==> config.mk <==
export PLATFORM = sky130hd
export DESIGN_NAME = eas_select
export DESIGN_NICKNAME = d
export VERILOG_FILES = /design/src/hdl/eas_pkg.sv /design/src/hdl/eas_area_decode.sv /design/src/hdl/eas_wait_calc.sv /design/src/hdl/eas_select.sv
export VERILOG_INCLUDE_DIRS = /design/src /design/src/hdl
export SDC_FILE = /design/constraint.sdc
export NUM_CORES = 1
export LEC_CHECK = 0
export ABC_AREA = 1
export BUFFER_PORTS_ARGS = -buffer_cell sky130_fd_sc_hd__buf_2
export CAP_MARGIN = 0
export CORE_MARGIN = 10
export CORE_UTILIZATION = 47
export CTS_CLUSTER_SIZE = 24
export DETAILED_ROUTE_END_ITERATION = 8
export GPL_TIMING_DRIVEN = 0
export PLACE_DENSITY = 0.85
export SYNTH_ARGS = -nofsm -noshare
export SYNTH_HDL_FRONTEND = slang
export SYNTH_SLANG_ARGS = --single-unit
==> constraint.sdc <==
create_clock -name core_clk_i -period 2.1 [get_ports core_clk_i]
set_input_delay 0.315 -clock core_clk_i [delete_from_list [all_inputs] [get_ports core_clk_i]]
set_output_delay 0.315 -clock core_clk_i [all_outputs]
set_load 0.01 [all_outputs]
==> src/hdl/eas_defs.svh <==
`ifndef EAS_DEFS_SVH
`define EAS_DEFS_SVH
// area codes on physical address bits 28..26
`define EAS_AREA_LSB 26
`define EAS_AREA_MSB 28
`define EAS_AREA2 3'h2
`define EAS_AREA3 3'h3
`define EAS_AREA4 3'h4
`define EAS_AREA5 3'h5
`define EAS_AREA6 3'h6
// bit 25 splits a 64 Mbyte area into two 32 Mbyte halves
`define EAS_HALF_BIT 25
// wait limits
`define EAS_WAIT3_MAX 4'h3
`define EAS_WAIT_MAX 4'ha
// least burst pitch in clocks
`define EAS_PITCH_MIN 4'h2
// width field codes
`define EAS_WIDTH_LONG 2'h3
`endif

==> src/hdl/eas_pkg.sv <==
package eas_pkg;
  typedef enum logic [2:0] {
    EAS_MEM_NORMAL,
    EAS_MEM_BURST_ROM,
    EAS_MEM_DRAM,
    EAS_MEM_PSRAM,
    EAS_MEM_SDRAM,
    EAS_MEM_CARD
  } eas_mem_e;
  typedef enum logic [2:0] {
    EAS_IDLE,
    EAS_SETUP,
    EAS_WAIT,
    EAS_STROBE,
    EAS_HOLD
  } eas_state_e;
endpackage

==> src/hdl/eas_area_decode.sv <==
`timescale 1ns/1ns
`include "eas_defs.svh"
// ---------------------------------------------------------------
// area decode, bits 31..29 ignored so each area repeats
// ---------------------------------------------------------------
module eas_area_decode (
  input wire logic [31:0] addr_i,
  output logic [6:2] hit_o,
  output logic upper_half_o
);
  logic [2:0] code;
  assign code = addr_i[`EAS_AREA_MSB:`EAS_AREA_LSB];
  assign hit_o[2] = (code == `EAS_AREA2);
  assign hit_o[3] = (code == `EAS_AREA3);
  assign hit_o[4] = (code == `EAS_AREA4);
  assign hit_o[5] = (code == `EAS_AREA5);
  assign hit_o[6] = (code == `EAS_AREA6);
  assign upper_half_o = addr_i[`EAS_HALF_BIT];
endmodule

==> src/hdl/eas_wait_calc.sv <==
`timescale 1ns/1ns
`include "eas_defs.svh"
// ---------------------------------------------------------------
// software wait count for the addressed area, clamped to its limit
// ---------------------------------------------------------------
module eas_wait_calc (
  input wire logic [6:2] hit_i,
  input wire logic [1:0] area3_wait_field_i,
  input wire logic [3:0] area4_wait_field_i,
  input wire logic [3:0] area5_wait_field_i,
  input wire logic [3:0] area6_wait_field_i,
  output logic [3:0] waits_o
);
  logic [3:0] raw;
  always_comb begin
    raw = 4'h0;
    if (hit_i[3]) begin
      raw = {2'b00, area3_wait_field_i};
    end else if (hit_i[4]) begin
      raw = area4_wait_field_i;
    end else if (hit_i[5]) begin
      raw = area5_wait_field_i;
    end else if (hit_i[6]) begin
      raw = area6_wait_field_i;
    end
    // out-of-range codes saturate rather than overflow the pitch
    waits_o = (raw > `EAS_WAIT_MAX) ? `EAS_WAIT_MAX : raw;
  end
endmodule

==> src/hdl/eas_select.sv <==
`timescale 1ns/1ns
`include "eas_defs.svh"
module eas_select
  import eas_pkg::*;
(
  input wire logic core_clk_i,
  input wire logic srst_i,
  input wire logic req_i,
  input wire logic [31:0] addr_i,
  input wire logic write_i,
  input wire logic [3:0] byte_en_i,
  input wire logic burst_i,
  input wire logic ext_wait_n_i,
  input wire eas_mem_e area2_type_i,
  input wire eas_mem_e area3_type_i,
  input wire eas_mem_e area5_type_i,
  input wire eas_mem_e area6_type_i,
  input wire logic [1:0] area3_width_field_i,
  input wire logic [1:0] area5_width_field_i,
  input wire logic [1:0] area6_width_field_i,
  input wire logic memory_width_bit_i,
  input wire logic [1:0] area3_wait_field_i,
  input wire logic [3:0] area4_wait_field_i,
  input wire logic [3:0] area5_wait_field_i,
  input wire logic [3:0] area6_wait_field_i,
  input wire logic [1:0] area5_strobe_setup_i,
  input wire logic [1:0] area5_strobe_hold_i,
  input wire logic [1:0] area6_strobe_setup_i,
  input wire logic [1:0] area6_strobe_hold_i,
  output logic busy_o,
  output logic done_o,
  output logic unmapped_o,
  output logic [1:0] bus_width_o,
  output logic [3:0] burst_pitch_o,
  output logic addr_mux_o,
  output logic area3_select_n_o,
  output logic area4_select_n_o,
  output logic area5_select_n_o,
  output logic area6_select_n_o,
  output logic read_strobe_n_o,
  output logic [3:0] byte_write_strobe_n_o,
  output logic row_strobe_n_o,
  output logic col_strobe_n_o,
  output logic col_strobe_byte3_n_o,
  output logic col_strobe_byte2_n_o,
  output logic rd_wr_o,
  output logic byte_mask3_o,
  output logic byte_mask2_o,
  output logic byte_mask1_o,
  output logic byte_mask0_o,
  output logic area2_row_strobe_n_o,
  output logic area2_col_strobe_hi_n_o,
  output logic area2_col_strobe_lo_n_o,
  output logic psram_enable_n_o,
  output logic output_enable_refresh_n_o,
  output logic card_enable_a_low_n_o,
  output logic card_enable_a_high_n_o,
  output logic card_enable_b_low_n_o,
  output logic card_enable_b_high_n_o,
  output logic card_oe_n_o,
  output logic card_we_n_o,
  output logic card_io_read_n_o,
  output logic card_io_write_n_o
);
  // ---------------------------------------------------------------
  // decode and wait count
  // ---------------------------------------------------------------
  logic [6:2] hit;
  logic upper_half;
  logic [3:0] waits;
  eas_area_decode u_dec (
    .addr_i(addr_i),
    .hit_o(hit),
    .upper_half_o(upper_half)
  );
  eas_wait_calc u_wait (
    .hit_i(hit),
    .area3_wait_field_i(area3_wait_field_i),
    .area4_wait_field_i(area4_wait_field_i),
    .area5_wait_field_i(area5_wait_field_i),
    .area6_wait_field_i(area6_wait_field_i),
    .waits_o(waits)
  );

  // memory type of the requested area; area 4 is always normal
  eas_mem_e req_type;
  always_comb begin
    req_type = EAS_MEM_NORMAL;
    if (hit[2]) begin
      req_type = area2_type_i;
    end else if (hit[3]) begin
      req_type = area3_type_i;
    end else if (hit[5]) begin
      req_type = area5_type_i;
    end else if (hit[6]) begin
      req_type = area6_type_i;
    end
  end

  // card in area 5 only answers in the lower 32 Mbytes
  logic card_hole;
  assign card_hole = hit[5] && (area5_type_i == EAS_MEM_CARD) && upper_half;
  logic mapped;
  assign mapped = (hit[2] || hit[3] || hit[4] || hit[5] || hit[6]) && !card_hole;

  // ---------------------------------------------------------------
  // latched cycle context
  // ---------------------------------------------------------------
  eas_state_e state;
  eas_mem_e cur_type;
  logic [6:2] cur_area;
  logic cur_write;
  logic cur_io;
  logic [3:0] cur_be;
  logic [3:0] wait_cnt;
  logic [1:0] phase_cnt;
  logic [1:0] hold_cfg;
  logic [1:0] setup_cfg;
  logic [1:0] width_sel;
  logic is_card;
  assign is_card = (cur_type == EAS_MEM_CARD);

  always_comb begin
    setup_cfg = 2'h0;
    hold_cfg = 2'h0;
    if (hit[5]) begin
      setup_cfg = area5_strobe_setup_i;
      hold_cfg = area5_strobe_hold_i;
    end else if (hit[6]) begin
      setup_cfg = area6_strobe_setup_i;
      hold_cfg = area6_strobe_hold_i;
    end
  end

  // bus width presented to the data path
  always_comb begin
    width_sel = `EAS_WIDTH_LONG;
    if (hit[3]) begin
      if (area3_type_i == EAS_MEM_NORMAL || area3_type_i == EAS_MEM_BURST_ROM) begin
        width_sel = area3_width_field_i;
      end else begin
        // word or longword only; SDRAM relies on longword being set
        width_sel = memory_width_bit_i ? `EAS_WIDTH_LONG : 2'h2;
      end
    end else if (hit[5] || hit[6]) begin
      width_sel = hit[5] ? area5_width_field_i : area6_width_field_i;
      // the card port has no longword, so clamp to word
      if (req_type == EAS_MEM_CARD && width_sel == `EAS_WIDTH_LONG) begin
        width_sel = 2'h2;
      end
    end
  end

  // ---------------------------------------------------------------
  // cycle sequencer
  // ---------------------------------------------------------------
  logic strobe_done;
  // external wait counts only for normal memory, burst ROM and card
  assign strobe_done = (wait_cnt == 4'h0) &&
                       (ext_wait_n_i || is_card ? ext_wait_n_i :
                        (cur_type == EAS_MEM_NORMAL || cur_type == EAS_MEM_BURST_ROM) ?
                        ext_wait_n_i : 1'b1);

  always_ff @(posedge core_clk_i) begin
    if (srst_i) begin
      state <= EAS_IDLE;
      cur_type <= EAS_MEM_NORMAL;
      cur_area <= 5'h00;
      cur_write <= 1'b0;
      cur_io <= 1'b0;
      cur_be <= 4'h0;
      wait_cnt <= 4'h0;
      phase_cnt <= 2'h0;
    end else begin
      case (state)
        EAS_IDLE: begin
          if (req_i && mapped) begin
            cur_type <= req_type;
            cur_area <= hit;
            cur_write <= write_i;
            cur_be <= byte_en_i;
            cur_io <= hit[6] && upper_half;
            wait_cnt <= waits;
            phase_cnt <= setup_cfg;
            state <= (req_type == EAS_MEM_CARD) ? EAS_SETUP : EAS_STROBE;
          end
        end
        // half-cycle steps are rounded up to the whole clock
        EAS_SETUP: begin
          if (phase_cnt == 2'h0) begin
            state <= EAS_STROBE;
          end else begin
            phase_cnt <= phase_cnt - 2'h1;
          end
        end
        EAS_STROBE: begin
          if (wait_cnt != 4'h0) begin
            wait_cnt <= wait_cnt - 4'h1;
          end else if (strobe_done) begin
            phase_cnt <= hold_cfg;
            state <= is_card ? EAS_HOLD : EAS_IDLE;
            if (!is_card) begin
              cur_area <= 5'h00;
            end
          end
        end
        EAS_HOLD: begin
          if (phase_cnt == 2'h0) begin
            state <= EAS_IDLE;
            cur_area <= 5'h00;
          end else begin
            phase_cnt <= phase_cnt - 2'h1;
          end
        end
        default: begin
          state <= EAS_IDLE;
        end
      endcase
    end
  end

  // ---------------------------------------------------------------
  // status and per-cycle configuration outputs
  // ---------------------------------------------------------------
  always_ff @(posedge core_clk_i) begin
    if (srst_i) begin
      done_o <= 1'b0;
      unmapped_o <= 1'b0;
      bus_width_o <= `EAS_WIDTH_LONG;
      burst_pitch_o <= `EAS_PITCH_MIN;
    end else begin
      done_o <= ((state == EAS_STROBE) && strobe_done && !is_card) ||
                ((state == EAS_HOLD) && (phase_cnt == 2'h0));
      unmapped_o <= (state == EAS_IDLE) && req_i && !mapped;
      if ((state == EAS_IDLE) && req_i && mapped) begin
        bus_width_o <= width_sel;
        // pitch follows the wait count but never leaves the 2..10 window
        burst_pitch_o <= !burst_i ? `EAS_PITCH_MIN :
                         ((waits + `EAS_PITCH_MIN) > `EAS_WAIT_MAX) ? `EAS_WAIT_MAX :
                         (waits + `EAS_PITCH_MIN);
      end
    end
  end

  // ---------------------------------------------------------------
  // pin strobes, registered so every output comes from a flip-flop
  // ---------------------------------------------------------------
  logic active;
  logic strobe_phase;
  logic normal_like;
  assign active = (state != EAS_IDLE);
  assign strobe_phase = (state == EAS_STROBE);
  assign normal_like = (cur_type == EAS_MEM_NORMAL) || (cur_type == EAS_MEM_BURST_ROM);

  always_ff @(posedge core_clk_i) begin
    if (srst_i) begin
      busy_o <= 1'b0;
      addr_mux_o <= 1'b0;
      area3_select_n_o <= 1'b1;
      area4_select_n_o <= 1'b1;
      area5_select_n_o <= 1'b1;
      area6_select_n_o <= 1'b1;
      read_strobe_n_o <= 1'b1;
      byte_write_strobe_n_o <= 4'hf;
      rd_wr_o <= 1'b1;
    end else begin
      busy_o <= active;
      // cur_area is one-hot, cleared at cycle end
      area3_select_n_o <= !(active && cur_area[3]);
      area4_select_n_o <= !(active && cur_area[4]);
      area5_select_n_o <= !(active && cur_area[5] && !is_card);
      area6_select_n_o <= !(active && cur_area[6] && !is_card);
      addr_mux_o <= active && (cur_type == EAS_MEM_DRAM || cur_type == EAS_MEM_SDRAM);
      rd_wr_o <= !(active && cur_write);
      read_strobe_n_o <= !(strobe_phase && !cur_write && normal_like);
      byte_write_strobe_n_o <= (strobe_phase && cur_write &&
                                (normal_like || cur_type == EAS_MEM_PSRAM)) ?
                               ~cur_be : 4'hf;
    end
  end

  // dram, sdram and pseudo-SRAM strobes; area 2 dram has its own row strobe and column pair
  always_ff @(posedge core_clk_i) begin
    if (srst_i) begin
      row_strobe_n_o <= 1'b1;
      col_strobe_n_o <= 1'b1;
      col_strobe_byte3_n_o <= 1'b1;
      col_strobe_byte2_n_o <= 1'b1;
      {byte_mask3_o, byte_mask2_o, byte_mask1_o, byte_mask0_o} <= 4'h0;
      area2_row_strobe_n_o <= 1'b1;
      area2_col_strobe_hi_n_o <= 1'b1;
      area2_col_strobe_lo_n_o <= 1'b1;
      psram_enable_n_o <= 1'b1;
      output_enable_refresh_n_o <= 1'b1;
    end else begin
      row_strobe_n_o <= !(active && (cur_area[3] || cur_area[2]) &&
                          (cur_type == EAS_MEM_SDRAM ||
                           (cur_type == EAS_MEM_DRAM && cur_area[3])));
      col_strobe_n_o <= !(strobe_phase && cur_type == EAS_MEM_SDRAM);
      col_strobe_byte3_n_o <= !(strobe_phase && cur_area[3] && cur_type == EAS_MEM_DRAM &&
                                cur_be[3]);
      col_strobe_byte2_n_o <= !(strobe_phase && cur_area[3] && cur_type == EAS_MEM_DRAM &&
                                cur_be[2]);
      // byte masks are high to block a lane
      {byte_mask3_o, byte_mask2_o, byte_mask1_o, byte_mask0_o} <=
        (strobe_phase && cur_type == EAS_MEM_SDRAM) ? ~cur_be : 4'h0;
      area2_row_strobe_n_o <= !(active && cur_area[2] && cur_type == EAS_MEM_DRAM);
      area2_col_strobe_hi_n_o <= !(strobe_phase && cur_area[2] &&
                                   cur_type == EAS_MEM_DRAM && cur_be[1]);
      area2_col_strobe_lo_n_o <= !(strobe_phase && cur_area[2] &&
                                   cur_type == EAS_MEM_DRAM && cur_be[0]);
      psram_enable_n_o <= !(active && cur_type == EAS_MEM_PSRAM);
      output_enable_refresh_n_o <= !(strobe_phase && !cur_write &&
                                     cur_type == EAS_MEM_PSRAM);
    end
  end

  // card strobes; enables span setup and hold around oe/we
  always_ff @(posedge core_clk_i) begin
    if (srst_i) begin
      card_enable_a_low_n_o <= 1'b1;
      card_enable_a_high_n_o <= 1'b1;
      card_enable_b_low_n_o <= 1'b1;
      card_enable_b_high_n_o <= 1'b1;
      card_oe_n_o <= 1'b1;
      card_we_n_o <= 1'b1;
      card_io_read_n_o <= 1'b1;
      card_io_write_n_o <= 1'b1;
    end else begin
      card_enable_a_low_n_o <= !(active && is_card && cur_area[5]);
      card_enable_a_high_n_o <= !(active && is_card && cur_area[5] &&
                                  bus_width_o != 2'h0);
      card_enable_b_low_n_o <= !(active && is_card && cur_area[6]);
      card_enable_b_high_n_o <= !(active && is_card && cur_area[6] &&
                                  bus_width_o != 2'h0);
      card_oe_n_o <= !(strobe_phase && is_card && !cur_io && !cur_write);
      card_we_n_o <= !(strobe_phase && is_card && !cur_io && cur_write);
      card_io_read_n_o <= !(strobe_phase && is_card && cur_io && !cur_write);
      card_io_write_n_o <= !(strobe_phase && is_card && cur_io && cur_write);
    end
  end
endmodule

# After elaboration in Yosys (flattened, before gate mapping)
# Cells that the tools add are included.
# op_classes
addsub	3
order_cmp	2
eq_ne	25
muxes	45
bitwise	3
n_reduce_logical	113
# ops
cell	n
1-bit logical AND	53
4-bit two-way mux	9
3-bit two-way mux	10
1-bit zero test	28
2-bit two-way mux	14
5-bit two-way mux	5
3-bit equality test (second input constant)	8
3-bit by 2-bit equality test with 1-bit output (second input constant)	5
5-bit one-hot mux with 3 select lines	1
2-bit inequality test (second input constant)	7
1-bit logical OR	13
3-bit one-hot mux with 4 select lines	1
5-bit AND reduction	2
3-bit by 1-bit equality test with 1-bit output (second input constant)	3
3-bit zero test	3
3-bit nonzero test	3
4-bit greater-than comparator (second input constant)	2
4-bit one-hot mux with 2 select lines	1
2-bit one-hot mux with 3 select lines	1
6-bit AND reduction	1
2-bit OR reduction	3
4-bit by 2-bit adder with 4-bit output (second input constant)	1
4-bit zero test	1
4-bit NOT	1
other kinds (11)	15
# word_totals
ff_bits	64
input_bits	83
out_inout_bits	41
wordCells	233

# Logic depth before layout (Yosys ltp)
# logic_depth
word_depth	11
depth_mapped	17
ltp_nobuf	16

# By module
# Synthesis repeated with hierarchy kept, for this count alone.
# unflattened
cells_unflattened	414
area_unflattened_um2	2944.1
# modules_own_cells
module	n_inst	cells_per_inst	area_each_um2	seq_area_each_um2
eas_select	1	367	2736.4	1281.2
eas_wait_calc	1	35	158.9	0.0
eas_area_decode	1	12	48.8	0.0

# Worst setup path before layout
# OpenSTA, ideal clock, no wires.
# synth_timing
path_type	input -> register
start	in addr_i[27]
end	reg burst_pitch_o[1]
setup_ns	0.115
arrival_time_ns	1.698
required_ns	1.985
setup_slack_ns	0.287
cell_stages	14
n_path_buf	1
path_cell_list	buf_6 > nor2_2 > nand2_1 > nor2_1 > nor2_1 > o21ai_2 > ha_1 > inv_1 > xor2_1 > inv_1 > nand2_1 > nand3_1 > nand2_1 > nand2_1
# synth_via
elab_chain_cells	11
word_cells_on_any_way	24
cone_classes	add/sub: 1; order compare: 2; eq/ne: 5; mux: 7; reduce/logical: 9
# synth_lines
item	line_no	source
start: declaration	eas_select.sv:9	input wire logic [31:0] addr_i,
3-bit equality test (no line)	-	
4-bit two-way mux	eas_wait_calc.sv:23	end else if (hit_i[6]) begin
4-bit two-way mux	eas_wait_calc.sv:21	end else if (hit_i[5]) begin
4-bit two-way mux	eas_wait_calc.sv:19	end else if (hit_i[4]) begin
4-bit two-way mux	eas_wait_calc.sv:17	if (hit_i[3]) begin
4-bit greater-than comparator (no line)	-	
4-bit two-way mux	eas_wait_calc.sv:27	waits_o = (raw > `EAS_WAIT_MAX) ? `EAS_WAIT_MAX : raw;
4-bit by 2-bit adder with 4-bit output (no line)	-	
4-bit greater-than comparator (no line)	-	
4-bit two-way mux	eas_select.sv:239	((waits + `EAS_PITCH_MIN) > `EAS_WAIT_MAX) ? `EAS_WAIT_MAX :
4-bit two-way mux	eas_select.sv:238	burst_pitch_o <= !burst_i ? `EAS_PITCH_MIN :
end signal: assignment	eas_select.sv:230	burst_pitch_o <= `EAS_PITCH_MIN;
end signal: assignment	eas_select.sv:238	
end: declaration	eas_select.sv:34	output logic [3:0] burst_pitch_o,
# Parallel ways exist; a longest one is shown, timed or not.
# A chain may end at the register's enable or synchronous reset.

# Final worst setup path
# layout_timing
start	reg state[0]
end	reg cur_type[1]
# layout_via
elab_chain_cells	2
# layout_lines
item	line_no	source
start: declaration	eas_select.sv:109	eas_state_e state;
start signal: assignment	eas_select.sv:185	state <= (req_type == EAS_MEM_CARD) ? EAS_SETUP : EAS_STROBE;
start signal: assignment	eas_select.sv:201	state <= is_card ? EAS_HOLD : EAS_IDLE;
3-bit zero test	eas_select.sv:175	case (state)
2-bit AND reduction (no line)	-	
end signal: assignment	eas_select.sv:178	cur_type <= req_type;
end: declaration	eas_select.sv:110	eas_mem_e cur_type;
# Every way passes these cells.

==> impl_results.md <==
* CTS tree: built
* Tot GR Track Use at between 10% and 20%
* Grt ovf at 0
* Worst vdd ir at 0.616 mV
* Crit Path Category: reg -> reg
* Final setup fails at 0
* Synth top area cells: dfxtp_1 (45%), nand2_1 (12%), nor2_1 (6.8%), nand3_1 (6.4%), inv_1 (5.4%)
* Post-CTS resize count at 0
* Crit path DAT at ~2100 ps
* Post-placement setup slack at 69.1 ps
* Initial Util at between 40% and 50%
* Yosys warning count at 0
* Most frequent cell after synthesis: nand2_1
* Multi-input gate area at approximately 1300 µm²
* Worst-skew pair later-pin latency at ~340 ps
* Mapped Area at 2870 µm²
* Reg area at 1280 µm²
* Die X at roughly 98 µm
* Net count after synthesis at ~500
* Area grow syn2layout at 26.4%
* Min Tclk post-route at approximately 1800 ps
* IO Count at between 100 and 150
* Fill count at around 560
* Via-to-Cell Ratio at approximately 5.1
* Hpwl dp at roughly 6600 µm
* Final Hold Viols at 0
* Maximum number of pins on one net before global-route repair at 12
* Hold buffers post-CTS at 0
* Worst min path class: in -> reg
* Wire per inst at 14.0 µm
* Row cnt at 28
* #FFs+latches synth at between 60 and 70
* Initial DRC count at 210
* Async SR Flop Fraction at 0%
* Max Cap Viol at 0
* Worst path slowest cell: dfxtp_1
* Post-synth top flop: dfxtp_1
* CTS root buf: clkbuf_8
* P_leak at 1.67 nW
* # DRC at 0
* CP endpoint kind: register
* First-pass GRT wire length at around 13000 µm
* Cell Chain, Critical Path: nor2_1, inv_1, nor2_1, nand3_2, inv_1, buf_4, o21ai_1, a21oi_1
* TNS Setup at 0 ps
* Area after DPL at roughly 3400 µm²
* Worst EP required at roughly 2400 ps
* Detailed Routing Iterations Pass 1 at 4
* Setup ws final at 305 ps
* CP Launch Type: register
* Worst path buffer plus inverter count at 3
* Maximum clock frequency at ~560 MHz
* Worst-path clk slew at around 70 ps
* Clock buffer count from CTS at 9
* Sink Count at 64
* Vias at ~3000
* Crit-path leading delay family: simple AND/OR/NAND/NOR gates
* Area leader, netlist: dfxtp_1
* Status: finished clean
* H-tree level count at 3
* Rel. slew slack at between 60% and 70%
* Tcrit/Tclk final at between 80% and 90%
* Yosys cell types at 37
* Post-route ant nets at 0
* Overall Power at 3.68 mW
* Mean area per synthesized cell at a little over 7 µm²
* DIE AREA at 9640 µm²
* ANT cells at 0
* Synth top area share at around 45%
* Unrepaired setup endpoints after global routing: no
* Initial antenna violation count at 0
* Crit-path max cell delay at approximately 350 ps
* Pwr dens at ~1000 nW/µm²
* Floorplan core area at between 5000 and 6000 µm²
* Pins over their slew limit at 0
* IO Port Bufs at 93
* Post-synthesis sequential area ratio at between 40% and 50%
* Final Instance Area at between 3000 and 4000 µm²
* Number of global-route vias before repair at 2957
* Post-synth EDFFs at 0
* Post-CTS Setup Bufs at 0
* Max Clock Skew at between 5 and 6 ps
* Nets at slightly below 600
* Measured slew at the worst slew-check pin at 557 ps
* Synth Instances at 400
* Height of the die at 98.2 µm
* Critical path peak fanout at 10
* Clk buf depth at 2
* Share of post-route cells with drive strength above 1 at about a quarter
* RD Place Congestion at around 0.89
* WL final at around 8000 µm
* Post-synth top cells: nand2_1 (94), dfxtp_1 (64), nor2_1 (52)
==> layer usage <==
| layer | up-vias | global-route usage [%] | wire, µm |
|---|---|---|---|
| li1 | 1520 | - | - |
| met1 | 1328 | 18.5 | 3510 |
| met2 | 109 | 27.7 | 3820 |
| met3 | 11 | 6.20 | 705 |
| met4 | 0 | 6.06 | 125 |
| met5 | - | 0 | 0 |
==> worst reg2reg max path, stage by stage (launching register included) <==
cell and delay (ps):
dfxtp_1 350, nor2_1 140, inv_1 70, nor2_1 330, nand3_2 260, inv_1 170
buf_4 200, o21ai_1 70, a21oi_1 140
==> cells in the final DEF (no fill, tap or decap), types with 6 or more instances in the layout <==
master / synthesis / final
buf_2: 2 / 95
nand2_1: 94 / 94
dfxtp_1: 64 / 64
nor2_1: 52 / 52
inv_1: 41 / 41
nand3_1: 37 / 37
a21oi_1: 26 / 26
o21ai_0: 13 / 13
clkbuf_8: 0 / 10
nand4_1: 6 / 6
==> state kept, by name (all words and copies together) (netlist names), 2 cells and up <==
name,count
phase_cnt,2
state,3
wait_cnt,4
cur_area,5
burst_pitch_o,4
bus_width_o,2
cur_type,3
byte_write_strobe_n_o,4
cur_be,4
==> metrics by stage <==
| stage | utilization [%] | std cells | hold WS (ps) |
|---|---|---|---|
| after global placement | 58.0 | 568 | 377 |
| after global routing | 61.3 | 584 | 204 |
| final | 61.3 | 584 | 208 |
| after detailed placement | 58.0 | 568 | 388 |
| after CTS | 61.3 | 584 | 199 |
| after floorplan | - | 400 | 366 |
==> path summary, 6_finish.rpt <==
check	to	start	depth (start not counted)	slack [ps]
worst min register to register	area4_select_n_o	cur_area[4]	1	400
worst max-delay path	cur_type[1]	state[0]	8	300
worst min-delay path	cur_be[3]	byte_en_i[3]	3	210
worst max register to register	cur_type[1]	state[0]	8	300
==> cells by family after synthesis <==
group / synth area share [%]
AND/OR/NAND/NOR: 32.8
flip-flops: 44.6
AO/OA/AOI/OAI: 12.0
buffers and inverters: 8.67
adder cells (fa/ha/maj): 1.31
XOR/XNOR: 0.610
==> power breakdown <==
| group | switching, mW | total, mW | internal [mW] |
|---|---|---|---|
| clock network | 0.467 | 1.05 | 0.578 |
| logic | 0.739 | 1.14 | 0.397 |
| registers | 0.116 | 1.50 | 1.38 |
==> area by class of cell <==
cell class / instances / area share [%]
multi-input combinational: 281 / 37.0
sequential: 64 / 35.3
timing repair buffer: 93 / 12.8
inverter: 43 / 4.72
clock buffer: 11 / 3.90
tap: 75 / 2.59
buffer: 12 / 2.14
clock inverter: 5 / 1.55
(Power assumes the default switching activity.)
